`src/rcs_consts.svh`:
```
// constants for the remote command and status stream block
// Behaviour
// - each measurement averages 2^i samples, exponent i accepted from 0 to 8
// - writing the exponent clears average memory; host waits 30 ms to refill
// - stream command 1 starts endless packet emission, 0 stops it
// - poll query sends exactly one packet
// - protocol version query returns 2
// - words go out least significant bit first; host stores each bit at its own index, no byte reversal
// - fast-state bit 2 toggles on each line zero crossing
// - fast-state bit 3 is high while compliance limiting
// - bit 11 shows ramp running, bit 12 toggles on ramp start or repeat
// - bits 15 to 18 carry the averaging exponent
// - bit 19 pulse running, bit 20 toggles per edge, bit 21 per start
// - bit 22 arbitrary running, bit 23 toggles per start or repeat
// - overload byte bit 2 voltage, bit 3 current, during the previous packet
// - operation-complete query always answers 1
// - operation-complete command sets the event status complete bit
// - common reset returns every setting to default
// - terse mode suppresses unsolicited output, verbose emits it
// - lockout ignores keys except local, which clears lockout
// - a query before the last reply is read flags error and is itself ignored
// - interface clear empties queues, leaves unread-query bit set
// - display command picks line 0 or 1, string under 24 chars, upper case
// - timebase query gives 0 internal, 1 external, 2 external disabled
`ifndef RCS_CONSTS_SVH
`define RCS_CONSTS_SVH
`define RCS_A_CMD      4'h0
`define RCS_A_ARG      4'h1
`define RCS_A_REPLY    4'h2
`define RCS_A_STATUS   4'h3
`define RCS_A_ISTAT    4'h4
`define RCS_A_FAST     4'h5
`define RCS_A_CTRL     4'h6
`define RCS_A_ESR      4'h7
`define RCS_AVG_MAX    4'h8
`define RCS_PROTO      32'h0000_0002
`define RCS_DISP_MAX   8'h18
`define RCS_BIT_REF    15
`define RCS_REFILL_MS  30
`define RCS_CLK_KHZ    25000
`define RCS_REFILL_CYC (`RCS_REFILL_MS * `RCS_CLK_KHZ)
`endif

```
`src/rcs_pkg.sv`:
```
// types of the remote command and status stream block
package rcs_pkg;
	typedef enum logic [3:0] {
		RCS_NOP    = 4'h0,
		RCS_AVG    = 4'h1,
		RCS_STREAM = 4'h2,
		RCS_POLL   = 4'h3,
		RCS_PROTOQ = 4'h4,
		RCS_OPCQ   = 4'h5,
		RCS_OPC    = 4'h6,
		RCS_RST    = 4'h7,
		RCS_VERB   = 4'h8,
		RCS_LOCK   = 4'h9,
		RCS_IFC    = 4'ha,
		RCS_DISP   = 4'hb,
		RCS_NULQ   = 4'hc,
		RCS_TBQ    = 4'hd,
		RCS_AUTOTB = 4'he,
		RCS_AVGQ   = 4'hf
	} rcs_cmd_e;
	typedef enum logic [1:0] {
		RCS_IDLE = 2'b00,
		RCS_SEND = 2'b01
	} rcs_tx_e;
	typedef struct packed {
		logic        ack;
		logic [31:0] dat;
		logic [31:0] arg;
		logic [3:0]  avg_exp;
		logic        avg_clear;
		logic [29:0] refill;
		logic        stream_on;
		logic        poll_req;
		rcs_tx_e     tx;
		logic [31:0] sh;
		logic [5:0]  bitcnt;
		logic        word_sel;
		logic        tx_bit;
		logic        tx_valid;
		logic        verbose;
		logic        locked;
		logic        auto_tb;
		logic        reply_full;
		logic [31:0] reply;
		logic [15:0] instrument_status_register;
		logic [7:0]  esr;
		logic        line_tog;
		logic        ramp_tog;
		logic        pedge_tog;
		logic        pstart_tog;
		logic        arb_tog;
		logic        eovl;
		logic        iovl;
		logic [7:0]  ovl_pkt;
		logic        key_out;
		logic        disp_we;
		logic        disp_line;
		logic [7:0]  disp_ch;
		logic        err_out;
	} rcs_state_s;
endpackage

```
`src/rcs_stream.sv`:
```
// command handler, status word packing and lsb-first binary stream
`timescale 1ns/100ps
`include "rcs_consts.svh"
module rcs_stream #(
	parameter int REFILL_CYC = `RCS_REFILL_CYC
) (
	// clock and reset
	input  wire logic        i_clk,
	input  wire logic        i_rst_n,
	// wishbone slave
	input  wire logic        i_wb_cyc,
	input  wire logic        i_wb_stb,
	input  wire logic        i_wb_we,
	input  wire logic [3:0]  i_wb_adr,
	input  wire logic [3:0]  i_wb_sel,
	input  wire logic [31:0] i_wb_dat,
	output logic      [31:0] o_wb_dat,
	output logic             o_wb_ack,
	// instrument event pins
	input  wire logic        i_zero_cross,
	input  wire logic        i_limiting,
	input  wire logic        i_ramp_run,
	input  wire logic        i_ramp_start,
	input  wire logic        i_pulse_run,
	input  wire logic        i_pulse_edge,
	input  wire logic        i_pulse_start,
	input  wire logic        i_arb_run,
	input  wire logic        i_arb_start,
	input  wire logic        i_e_ovl,
	input  wire logic        i_i_ovl,
	input  wire logic        i_ext_tb,
	input  wire logic        i_key,
	input  wire logic        i_key_local,
	input  wire logic        i_error,
	// outputs
	output logic             o_tx_bit,
	output logic             o_tx_valid,
	output logic             o_avg_clear,
	output logic [3:0]       o_avg_exp,
	output logic             o_key,
	output logic             o_err_msg,
	output logic             o_disp_we,
	output logic             o_disp_line,
	output logic [7:0]       o_disp_ch
);
	import rcs_pkg::*;

	////////////////////////////////////////////////////////////////////////
	// pin synchronisers, three flops each; edge detect compares stages two and three
	localparam int NP = 15;
	logic [NP-1:0] s1, s2, s3;
	wire  [NP-1:0] pins = {i_error, i_key_local, i_key, i_ext_tb, i_i_ovl, i_e_ovl,
		i_arb_start, i_arb_run, i_pulse_start, i_pulse_edge, i_pulse_run,
		i_ramp_start, i_ramp_run, i_limiting, i_zero_cross};
	always_ff @(posedge i_clk or negedge i_rst_n) begin
		if (!i_rst_n) begin
			s1 <= '0;
			s2 <= '0;
			s3 <= '0;
		end else begin
			s1 <= pins;
			s2 <= s1;
			s3 <= s2;
		end
	end
	wire [NP-1:0] rise = s2 & ~s3;

	// upper-case a character; display hardware only sees capitals
	function automatic logic [7:0] upcase(input logic [7:0] c);
		upcase = (c >= 8'h61 && c <= 8'h7a) ? c - 8'h20 : c;
	endfunction

	////////////////////////////////////////////////////////////////////////
	rcs_state_s r, n;
	logic [31:0] fast;
	logic [31:0] frame0;
	logic        acc, wr, rd;

	// fast-state word, unused and internal bits held at zero
	always_comb begin
		fast = 32'h0000_0000;
		fast[2] = r.line_tog;
		fast[3] = s2[1];
		fast[11] = s2[2];
		fast[12] = r.ramp_tog;
		fast[18:15] = r.avg_exp;
		fast[19] = s2[4];
		fast[20] = r.pedge_tog;
		fast[21] = r.pstart_tog;
		fast[22] = s2[7];
		fast[23] = r.arb_tog;
	end
	assign frame0 = fast;
	assign acc = i_wb_cyc && i_wb_stb && !r.ack;
	assign wr  = acc && i_wb_we && i_wb_sel[0];
	assign rd  = acc && !i_wb_we;

	// next-state logic: bus, commands, events and serialiser
	always_comb begin
		n = r;
		n.ack = acc;
		n.avg_clear = 1'b0;
		n.key_out = 1'b0;
		n.disp_we = 1'b0;
		n.err_out = 1'b0;
		n.tx_valid = 1'b0;
		if (r.refill != '0)
			n.refill = r.refill - 30'h1;
		// toggles from instrument events
		if (rise[0]) n.line_tog = ~r.line_tog;
		if (rise[3]) n.ramp_tog = ~r.ramp_tog;
		if (rise[5]) n.pedge_tog = ~r.pedge_tog;
		if (rise[6]) n.pstart_tog = ~r.pstart_tog;
		if (rise[8]) n.arb_tog = ~r.arb_tog;
		if (s2[9]) n.eovl = 1'b1;
		if (s2[10]) n.iovl = 1'b1;
		// front panel keys gated by lockout; local key always passes
		if (rise[13]) begin
			n.locked = 1'b0;
			n.key_out = 1'b1;
		end else if (rise[12] && !r.locked) begin
			n.key_out = 1'b1;
		end
		if (rise[14] && r.verbose) n.err_out = 1'b1;
		// reads
		if (rd) begin
			unique case (i_wb_adr)
				`RCS_A_REPLY: begin
					n.dat = r.reply;
					n.reply_full = 1'b0;
				end
				`RCS_A_STATUS: n.dat = {22'h0, r.tx, s2[11], r.auto_tb, r.locked,
					r.verbose, r.stream_on, r.reply_full, r.refill != '0, 1'b0};
				`RCS_A_ISTAT: begin
					n.dat = {16'h0, r.instrument_status_register};
					n.instrument_status_register = 16'h0;
				end
				`RCS_A_FAST: n.dat = fast;
				`RCS_A_CTRL: n.dat = {28'h0, r.avg_exp};
				`RCS_A_ESR: begin
					n.dat = {24'h0, r.esr};
					n.esr = 8'h0;
				end
				`RCS_A_ARG: n.dat = r.arg;
				default: n.dat = 32'h0;
			endcase
		end
		// writes; a command is executed when written to the command word
		if (wr && i_wb_adr == `RCS_A_ARG) n.arg = i_wb_dat;
		if (wr && i_wb_adr == `RCS_A_CMD) begin
			// a query while a reply waits unread is refused
			if (r.reply_full && i_wb_dat[4] && i_wb_dat[3:0] != RCS_IFC) begin
				n.instrument_status_register[`RCS_BIT_REF] = 1'b1;
				n.esr[2] = 1'b1;
			end else begin
				if (i_wb_dat[4]) n.reply_full = 1'b1;
				unique case (rcs_cmd_e'(i_wb_dat[3:0]))
					RCS_NOP: ;
					RCS_AVG: if (r.arg[31:4] == '0 && r.arg[3:0] <= `RCS_AVG_MAX) begin
						n.avg_exp = r.arg[3:0];
						n.avg_clear = 1'b1;
						n.refill = 30'(REFILL_CYC);
					end else begin
						n.esr[4] = 1'b1;
						n.err_out = r.verbose;
					end
					RCS_STREAM: n.stream_on = r.arg[0];
					RCS_POLL: n.poll_req = 1'b1;
					RCS_PROTOQ: n.reply = `RCS_PROTO;
					RCS_OPCQ: n.reply = 32'h1;
					RCS_OPC: n.esr[0] = 1'b1;
					RCS_RST: begin
						n.avg_exp = 4'h0;
						n.stream_on = 1'b0;
						n.verbose = 1'b0;
						n.locked = 1'b0;
						n.auto_tb = 1'b1;
						n.avg_clear = 1'b1;
					end
					RCS_VERB: n.verbose = r.arg[0];
					RCS_LOCK: n.locked = r.arg[0];
					RCS_IFC: begin
						n.reply_full = 1'b0;
						n.poll_req = 1'b0;
					end
					RCS_DISP: if (r.arg[15:8] < `RCS_DISP_MAX && r.arg[7:0] > 8'h20) begin
						n.disp_we = 1'b1;
						n.disp_line = r.arg[16];
						n.disp_ch = upcase(r.arg[7:0]);
					end
					RCS_NULQ: n.reply = 32'h0;
					RCS_TBQ: n.reply = !s2[11] ? 32'h0 :
						(r.auto_tb ? 32'h1 : 32'h2);
					RCS_AUTOTB: n.auto_tb = r.arg[0];
					RCS_AVGQ: n.reply = {28'h0, r.avg_exp};
				endcase
			end
		end
		// serialiser: state word then overload byte, lsb first
		unique case (r.tx)
			RCS_IDLE: if (r.stream_on || r.poll_req) begin
				n.poll_req = 1'b0;
				n.sh = frame0;
				n.bitcnt = 6'd31;
				n.word_sel = 1'b0;
				n.ovl_pkt = {4'h0, r.iovl, r.eovl, 2'b00};
				n.eovl = s2[9];
				n.iovl = s2[10];
				n.tx = RCS_SEND;
			end
			RCS_SEND: begin
				n.tx_bit = r.sh[0];
				n.tx_valid = 1'b1;
				n.sh = {1'b0, r.sh[31:1]};
				if (r.bitcnt != 6'd0) begin
					n.bitcnt = r.bitcnt - 6'd1;
				end else if (!r.word_sel) begin
					n.word_sel = 1'b1;
					n.sh = {24'h0, r.ovl_pkt};
					n.bitcnt = 6'd7;
				end else begin
					n.tx = RCS_IDLE;
				end
			end
			default: n.tx = RCS_IDLE;
		endcase
	end

	// single register of all state but the pin synchronisers
	always_ff @(posedge i_clk or negedge i_rst_n) begin
		if (!i_rst_n) begin
			r <= '0;
			r.auto_tb <= 1'b1;
			r.esr <= 8'h80;
		end else begin
			r <= n;
		end
	end

	////////////////////////////////////////////////////////////////////////
	// outputs straight from flops
	assign o_wb_dat = r.dat;
	assign o_wb_ack = r.ack;
	assign o_tx_bit = r.tx_bit;
	assign o_tx_valid = r.tx_valid;
	assign o_avg_clear = r.avg_clear;
	assign o_avg_exp = r.avg_exp;
	assign o_key = r.key_out;
	assign o_err_msg = r.err_out;
	assign o_disp_we = r.disp_we;
	assign o_disp_line = r.disp_line;
	assign o_disp_ch = r.disp_ch;

	////////////////////////////////////////////////////////////////////////
	a_avg_range: assert property (@(posedge i_clk) disable iff (!i_rst_n)
		r.avg_exp <= 4'h8) else $error("average exponent out of range");
	a_avg_clear: assert property (@(posedge i_clk) disable iff (!i_rst_n)
		o_avg_clear |-> r.refill != '0 || $past(rcs_cmd_e'(i_wb_dat[3:0])) == RCS_RST)
		else $error("clear without refill wait");
	a_stream_go: assert property (@(posedge i_clk) disable iff (!i_rst_n)
		r.stream_on && r.tx == RCS_IDLE |=> r.tx == RCS_SEND)
		else $error("stream did not start a packet");
	a_lsb_first: assert property (@(posedge i_clk) disable iff (!i_rst_n)
		r.tx == RCS_SEND && !r.word_sel |=> o_tx_bit == $past(r.sh[0]))
		else $error("bit order wrong");
	a_fast_resv: assert property (@(posedge i_clk) disable iff (!i_rst_n)
		fast[1] == 1'b0 && fast[14:13] == 2'b00 && fast[31:24] == 8'h00)
		else $error("reserved state bits set");
	a_avg_field: assert property (@(posedge i_clk) disable iff (!i_rst_n)
		fast[18:15] == o_avg_exp) else $error("average field mismatch");
	a_lock_local: assert property (@(posedge i_clk) disable iff (!i_rst_n)
		rise[13] |=> !r.locked) else $error("local key did not unlock");
	a_key_block: assert property (@(posedge i_clk) disable iff (!i_rst_n)
		r.locked && rise[12] && !rise[13] |=> !o_key) else $error("locked key passed");
	a_terse_quiet: assert property (@(posedge i_clk) disable iff (!i_rst_n)
		!$past(r.verbose) |-> !o_err_msg) else $error("terse mode spoke");
	a_ref_flag: assert property (@(posedge i_clk) disable iff (!i_rst_n)
		wr && i_wb_adr == `RCS_A_CMD && r.reply_full && i_wb_dat[4]
		&& i_wb_dat[3:0] != 4'ha |=> r.instrument_status_register[15]) else $error("refused query not flagged");
	c_stream: cover property (@(posedge i_clk) disable iff (!i_rst_n)
		r.tx == RCS_SEND && r.word_sel && r.bitcnt == 6'd0);
	c_refuse: cover property (@(posedge i_clk) disable iff (!i_rst_n) r.instrument_status_register[15]);
	c_disp: cover property (@(posedge i_clk) disable iff (!i_rst_n) o_disp_we);
	c_poll: cover property (@(posedge i_clk) disable iff (!i_rst_n) r.poll_req);
	c_refill: cover property (@(posedge i_clk) disable iff (!i_rst_n) o_avg_clear);

	////////////////////////////////////////////////////////////////////////
	// command words that the handler accepts; a refused query only sets its error flags
	wire       cmd_wr = wr && i_wb_adr == `RCS_A_CMD;
	wire       cmd_ok = cmd_wr && !(r.reply_full && i_wb_dat[4] && i_wb_dat[3:0] != 4'ha);
	wire [3:0] cmd_code = i_wb_dat[3:0];
	a_proto_val: assert property (@(posedge i_clk) disable iff (!i_rst_n)
		cmd_ok && cmd_code == 4'h4 |=> r.reply == 32'h2)
		else $error("protocol reply wrong");
	a_opc_one: assert property (@(posedge i_clk) disable iff (!i_rst_n)
		cmd_ok && cmd_code == 4'h5 |=> r.reply == 32'h1)
		else $error("complete query reply wrong");
	a_opc_bit: assert property (@(posedge i_clk) disable iff (!i_rst_n)
		cmd_ok && cmd_code == 4'h6 |=> r.esr[0])
		else $error("complete bit not set");
	a_null_zero: assert property (@(posedge i_clk) disable iff (!i_rst_n)
		cmd_ok && cmd_code == 4'hc |=> r.reply == 32'h0)
		else $error("null reply wrong");
	a_tb_code: assert property (@(posedge i_clk) disable iff (!i_rst_n)
		cmd_ok && cmd_code == 4'hd |=> r.reply <= 32'h2)
		else $error("timebase code out of range");
	a_ifc_keep: assert property (@(posedge i_clk) disable iff (!i_rst_n)
		cmd_ok && cmd_code == 4'ha && r.instrument_status_register[15] |=> r.instrument_status_register[15] && !r.reply_full)
		else $error("interface clear wrong");
	a_rst_dflt: assert property (@(posedge i_clk) disable iff (!i_rst_n)
		cmd_ok && cmd_code == 4'h7 |=> r.avg_exp == 4'h0 && !r.stream_on && !r.verbose)
		else $error("reset left a setting");
	a_ovl_resv: assert property (@(posedge i_clk) disable iff (!i_rst_n)
		r.ovl_pkt[1:0] == 2'b00 && r.ovl_pkt[7:4] == 4'h0)
		else $error("reserved overload bits set");
	a_disp_upper: assert property (@(posedge i_clk) disable iff (!i_rst_n)
		o_disp_we |-> !(o_disp_ch >= 8'h61 && o_disp_ch <= 8'h7a))
		else $error("display char not upper case");
	a_poll_once: assert property (@(posedge i_clk) disable iff (!i_rst_n)
		r.poll_req && r.tx == RCS_IDLE |=> !r.poll_req)
		else $error("poll request not consumed");
endmodule // rcs_stream

```
`config.mk`:
```
export PLATFORM = sky130hd
export DESIGN_NAME = rcs_stream
export DESIGN_NICKNAME = d
export VERILOG_FILES = /design/src/rcs_pkg.sv /design/src/rcs_stream.sv
export VERILOG_INCLUDE_DIRS = /design/src
export SDC_FILE = /design/constraint.sdc
export NUM_CORES = 1
export LEC_CHECK = 0
export BUFFER_PORTS_ARGS = -buffer_cell sky130_fd_sc_hd__buf_2
export CAP_MARGIN = 20
export CORE_AREA = 2 2 129 193
export DETAILED_ROUTE_END_ITERATION = 10
export DIE_AREA = 0 0 131 195
export SYNTH_ARGS = -nofsm -noshare
export SYNTH_HDL_FRONTEND = slang
export SYNTH_SLANG_ARGS = --single-unit
export TNS_END_PERCENT = 1
```
`constraint.sdc`:
```
create_clock -name i_clk -period 7.6 [get_ports i_clk]
set_input_delay 1.14 -clock i_clk [delete_from_list [all_inputs] [get_ports i_clk]]
set_output_delay 1.14 -clock i_clk [all_outputs]
set_load 0.005 [all_outputs]
```
==> qor.csv <==
stage;metric;value;unit
status;outcome;complete, no violations;
critical_path;end_kind;flop;
clock_network;h-tree-depth;1;
floorplanning;fp.dieW;131;um
yosys;yosysTopAreaCellShare;56.56;%
power;intPower;1.992;mW
timing;finalSetupViolCount;0;
yosys;yosysSeqAreaShare;57.12;%
grt;antenna_found_initial;0;
yosys;async_flop_share;100.0;%
power;p_switching;714.2;uW
yosys;synthCells;831;
power;p_total;2.707;mW
yosys;yosysUniqueCellTypes;61;
clock_network;tritoncts;built;
floorplanning;initial_utilization;39.69;%
floorplanning;die_h;195;um
yosys;yosysTopAreaCell;dfrtp_1;
timing;hold_viol;0;
critical_path;critPathMaxFanout;11;
yosys;syn_area;9424;um2
power;switching_share;26.39;%
timing;fmax;0.2914;GHz
cells_and_area;area_growth;13.45;%
worst_hold_path;min_path_type;reg2reg;
power;p_clk_share;39.8;%
power;pwr-share-seq;49.7;%
critical_path;critPathKind;in2reg;
routing;first_iter_violations;411;
routing;ant_nets;0;
critical_path;cp.arrival;3820;ps
grt;grt_pass1_wl;37120;um
place;hpwlAfterDp;15850;um
yosys;syn_area_per_cell;11.34;um2
yosys;synth.area.top_cells;dfrtp_1 57%, mux2_2 4.9%, buf_4 3.5%, nand2_1 2.7%, a22o_1 2.4%;
clock_network;root_buffer;clkbuf_16;
cells_and_area;instances_no_fill;1223;
run;maxCapViolCount;0;
place;gp_congestion;0.8878;
place;portBuffers;108;
routing;via_per_inst;5.405;
routing;drt_wl_total;22880;um
cells_and_area;fin_area;10690;um2
yosys;ys.flop_type;dfrtp_1;
routing;drt_pass1_iterations;6;
yosys;yosysWarnings;0;
yosys;synth_seq_cells;215;
timing;relSlewSlack;35.64;%
cells_and_area;final_nets;953;
floorplanning;ioPinCount;112;
routing;post_drt_wl_per_cell;18.70;um
timing;slew_violations;0;
clock_network;cts_buffers;23;
place;placed_area;9953;um2
grt;grt_pass1_vias;6634;
clock_network;clkTransAtPathRegs;60;ps
timing;tns;0;ps
clock_network;clk_latency;510;ps
critical_path;worstSetupStartpointType;primary input;
grt;grt_overflow_total;0;
cells_and_area;n_antenna_cell;0;
grt;grt_max_degree;79;
floorplanning;core-area;23740;um2
critical_path;cp.required;7980;ps
grt;track_usage;18.42;%
timing;fin_crit_sh;45.15;%
clock_network;cts.sinks;215;
yosys;synth_nets;897;
power;leakage;4.993;nW
yosys;synth_edf_count;0;
timing;worst-slew-pin-transition;965.4;ps
clock_network;cts_resized;0;
power;ir_drop;160.7;uV
power;power_density;253.2;nW/um2
routing;drc_errors;0;
clock_network;clk_path_buf_depth;3;
routing;dr_total_vias;6610;
timing;fin_skew;20.14;ps
place;placed_cells;1180;
clock_network;post_cts_buffers;0;
floorplanning;die_area;25550;um2
clock_network;cts-hold-fix-buffers;0;
cells_and_area;drive_gt1_share;24.12;%
floorplanning;num_rows;69;
timing;min_period;3431;ps
power;pwr-share-comb;10.5;%
timing;rsz0062_at_grt;false;
## layout by cell type (no fill, tap or decap), drive strengths merged, types with 4 or more instances in the layout
cell,n
and3,16
nand4,4
o21a,4
a221o,14
nor2b,4
nor2,27
or2,6
nor4,18
o41ai,4
buf,116
dfrtp,213
nand3b,5
nor3b,4
o21ai,34
a21oi,21
o31ai,12
nor3,23
mux2,41
a21o,6
ha,6
xnor2,10
nand3,29
or3b,4
or3,16
and2,6
nand2b,14
clkbuf,35
nand2,67
a22o,26
o2111ai,4
clkinv,4
mux2i,15
a222oi,11
or4,16
inv,38
## cells in the mapped netlist (21+ instances only)
cell type and count:
nand3_1 28, a22o_1 26, dfrtp_1 213, nor2_1 27, mux2_2 41, clkbuf_1 37, nand2_1 67, inv_1 35
a21oi_1 21, nor3_1 23, o21ai_0 34, buf_4 44
## worst max-delay path: stages
cell and delay, ps:
buf_2 170, or4_4 600, a2111oi_4 550, nand3_2 200, nor4_4 740, mux2_2 410
## metal layers
metal / routed length (um) / track usage [%] / share of wire (%)
met1: 9662 / 25.31 / 42
met2: 11190 / 29.36 / 49
met3: 1365 / 3.178 / 6.0
met4: 663 / 6.422 / 2.9
met5: 0 / 0 / 0
## state kept, by name (all words and copies together), names as in the netlist
| register | cells |
|---|---|
| o_err_msg | 1 |
| o_wb_ack | 1 |
| o_disp_line | 1 |
| o_tx_valid | 1 |
| o_wb_dat | 32 |
| s2 | 15 |
| s3 | 8 |
| o_avg_clear | 1 |
| fast | 5 |
| o_tx_bit | 1 |
| o_disp_ch | 8 |
| o_avg_exp | 4 |
| o_disp_we | 1 |
| s1 | 15 |
| o_key | 1 |
| r | 120 |
## kinds of logic after synthesis
group                    Yosys count  synth area share, %
buffers and inverters            121                6.678
adder cells (fa/ha/maj)            6               0.7966
multiplexers                      56                6.492
XOR/XNOR                          13                1.208
flip-flops                       215                57.12
AO/OA/AOI/OAI                    157                12.52
AND/OR/NAND/NOR                  263                15.19
## cell type report
cell class / count / area [um2]
clock buffers: 34 / 676.9
clock inverters: 8 / 56.30
fillers: 2191 / 13050
inverters: 35 / 131.4
multi-input cells: 495 / 3430
flip-flops and latches: 215 / 5383
well taps: 319 / 399.1
repair buffers: 117 / 615.6
## final timing paths
kind	slack, ps	endpoint	cells after the start	from
max	4170	o_disp_ch[2]	6	i_wb_adr[1]
min	340	s2[4]	0	s1[4]
max reg2reg	4620	r[148]	5	r[153]
min reg2reg	340	s2[4]	0	s1[4]
max in group asynchronous	5670	s2[7]	2	i_rst_n
min in group asynchronous	580	o_err_msg	1	i_rst_n
## metrics by stage
step	hold WS (ps)	util, %	setup slack, ps
2_1_floorplan	331.2	-	4168
3_3_place_gp	333.9	41.92	3658
3_5_place_dp	334.7	41.92	3650
4_1_cts	348.6	45.01	4168
5_1_grt	352.6	45.03	4057
6_report	344.9	45.03	4169
## power by group through the flow
stage	registers (mW)	logic, mW	clock network (mW)
3_3_place_gp	1.36	0.281	0
5_1_grt	1.36	0.326	1.16
6_report	1.35	0.285	1.08
3_5_place_dp	1.36	0.289	0
4_1_cts	1.34	0.289	1.11
2_1_floorplan	1.32	0.211	0
(Power assumes the default switching activity.)
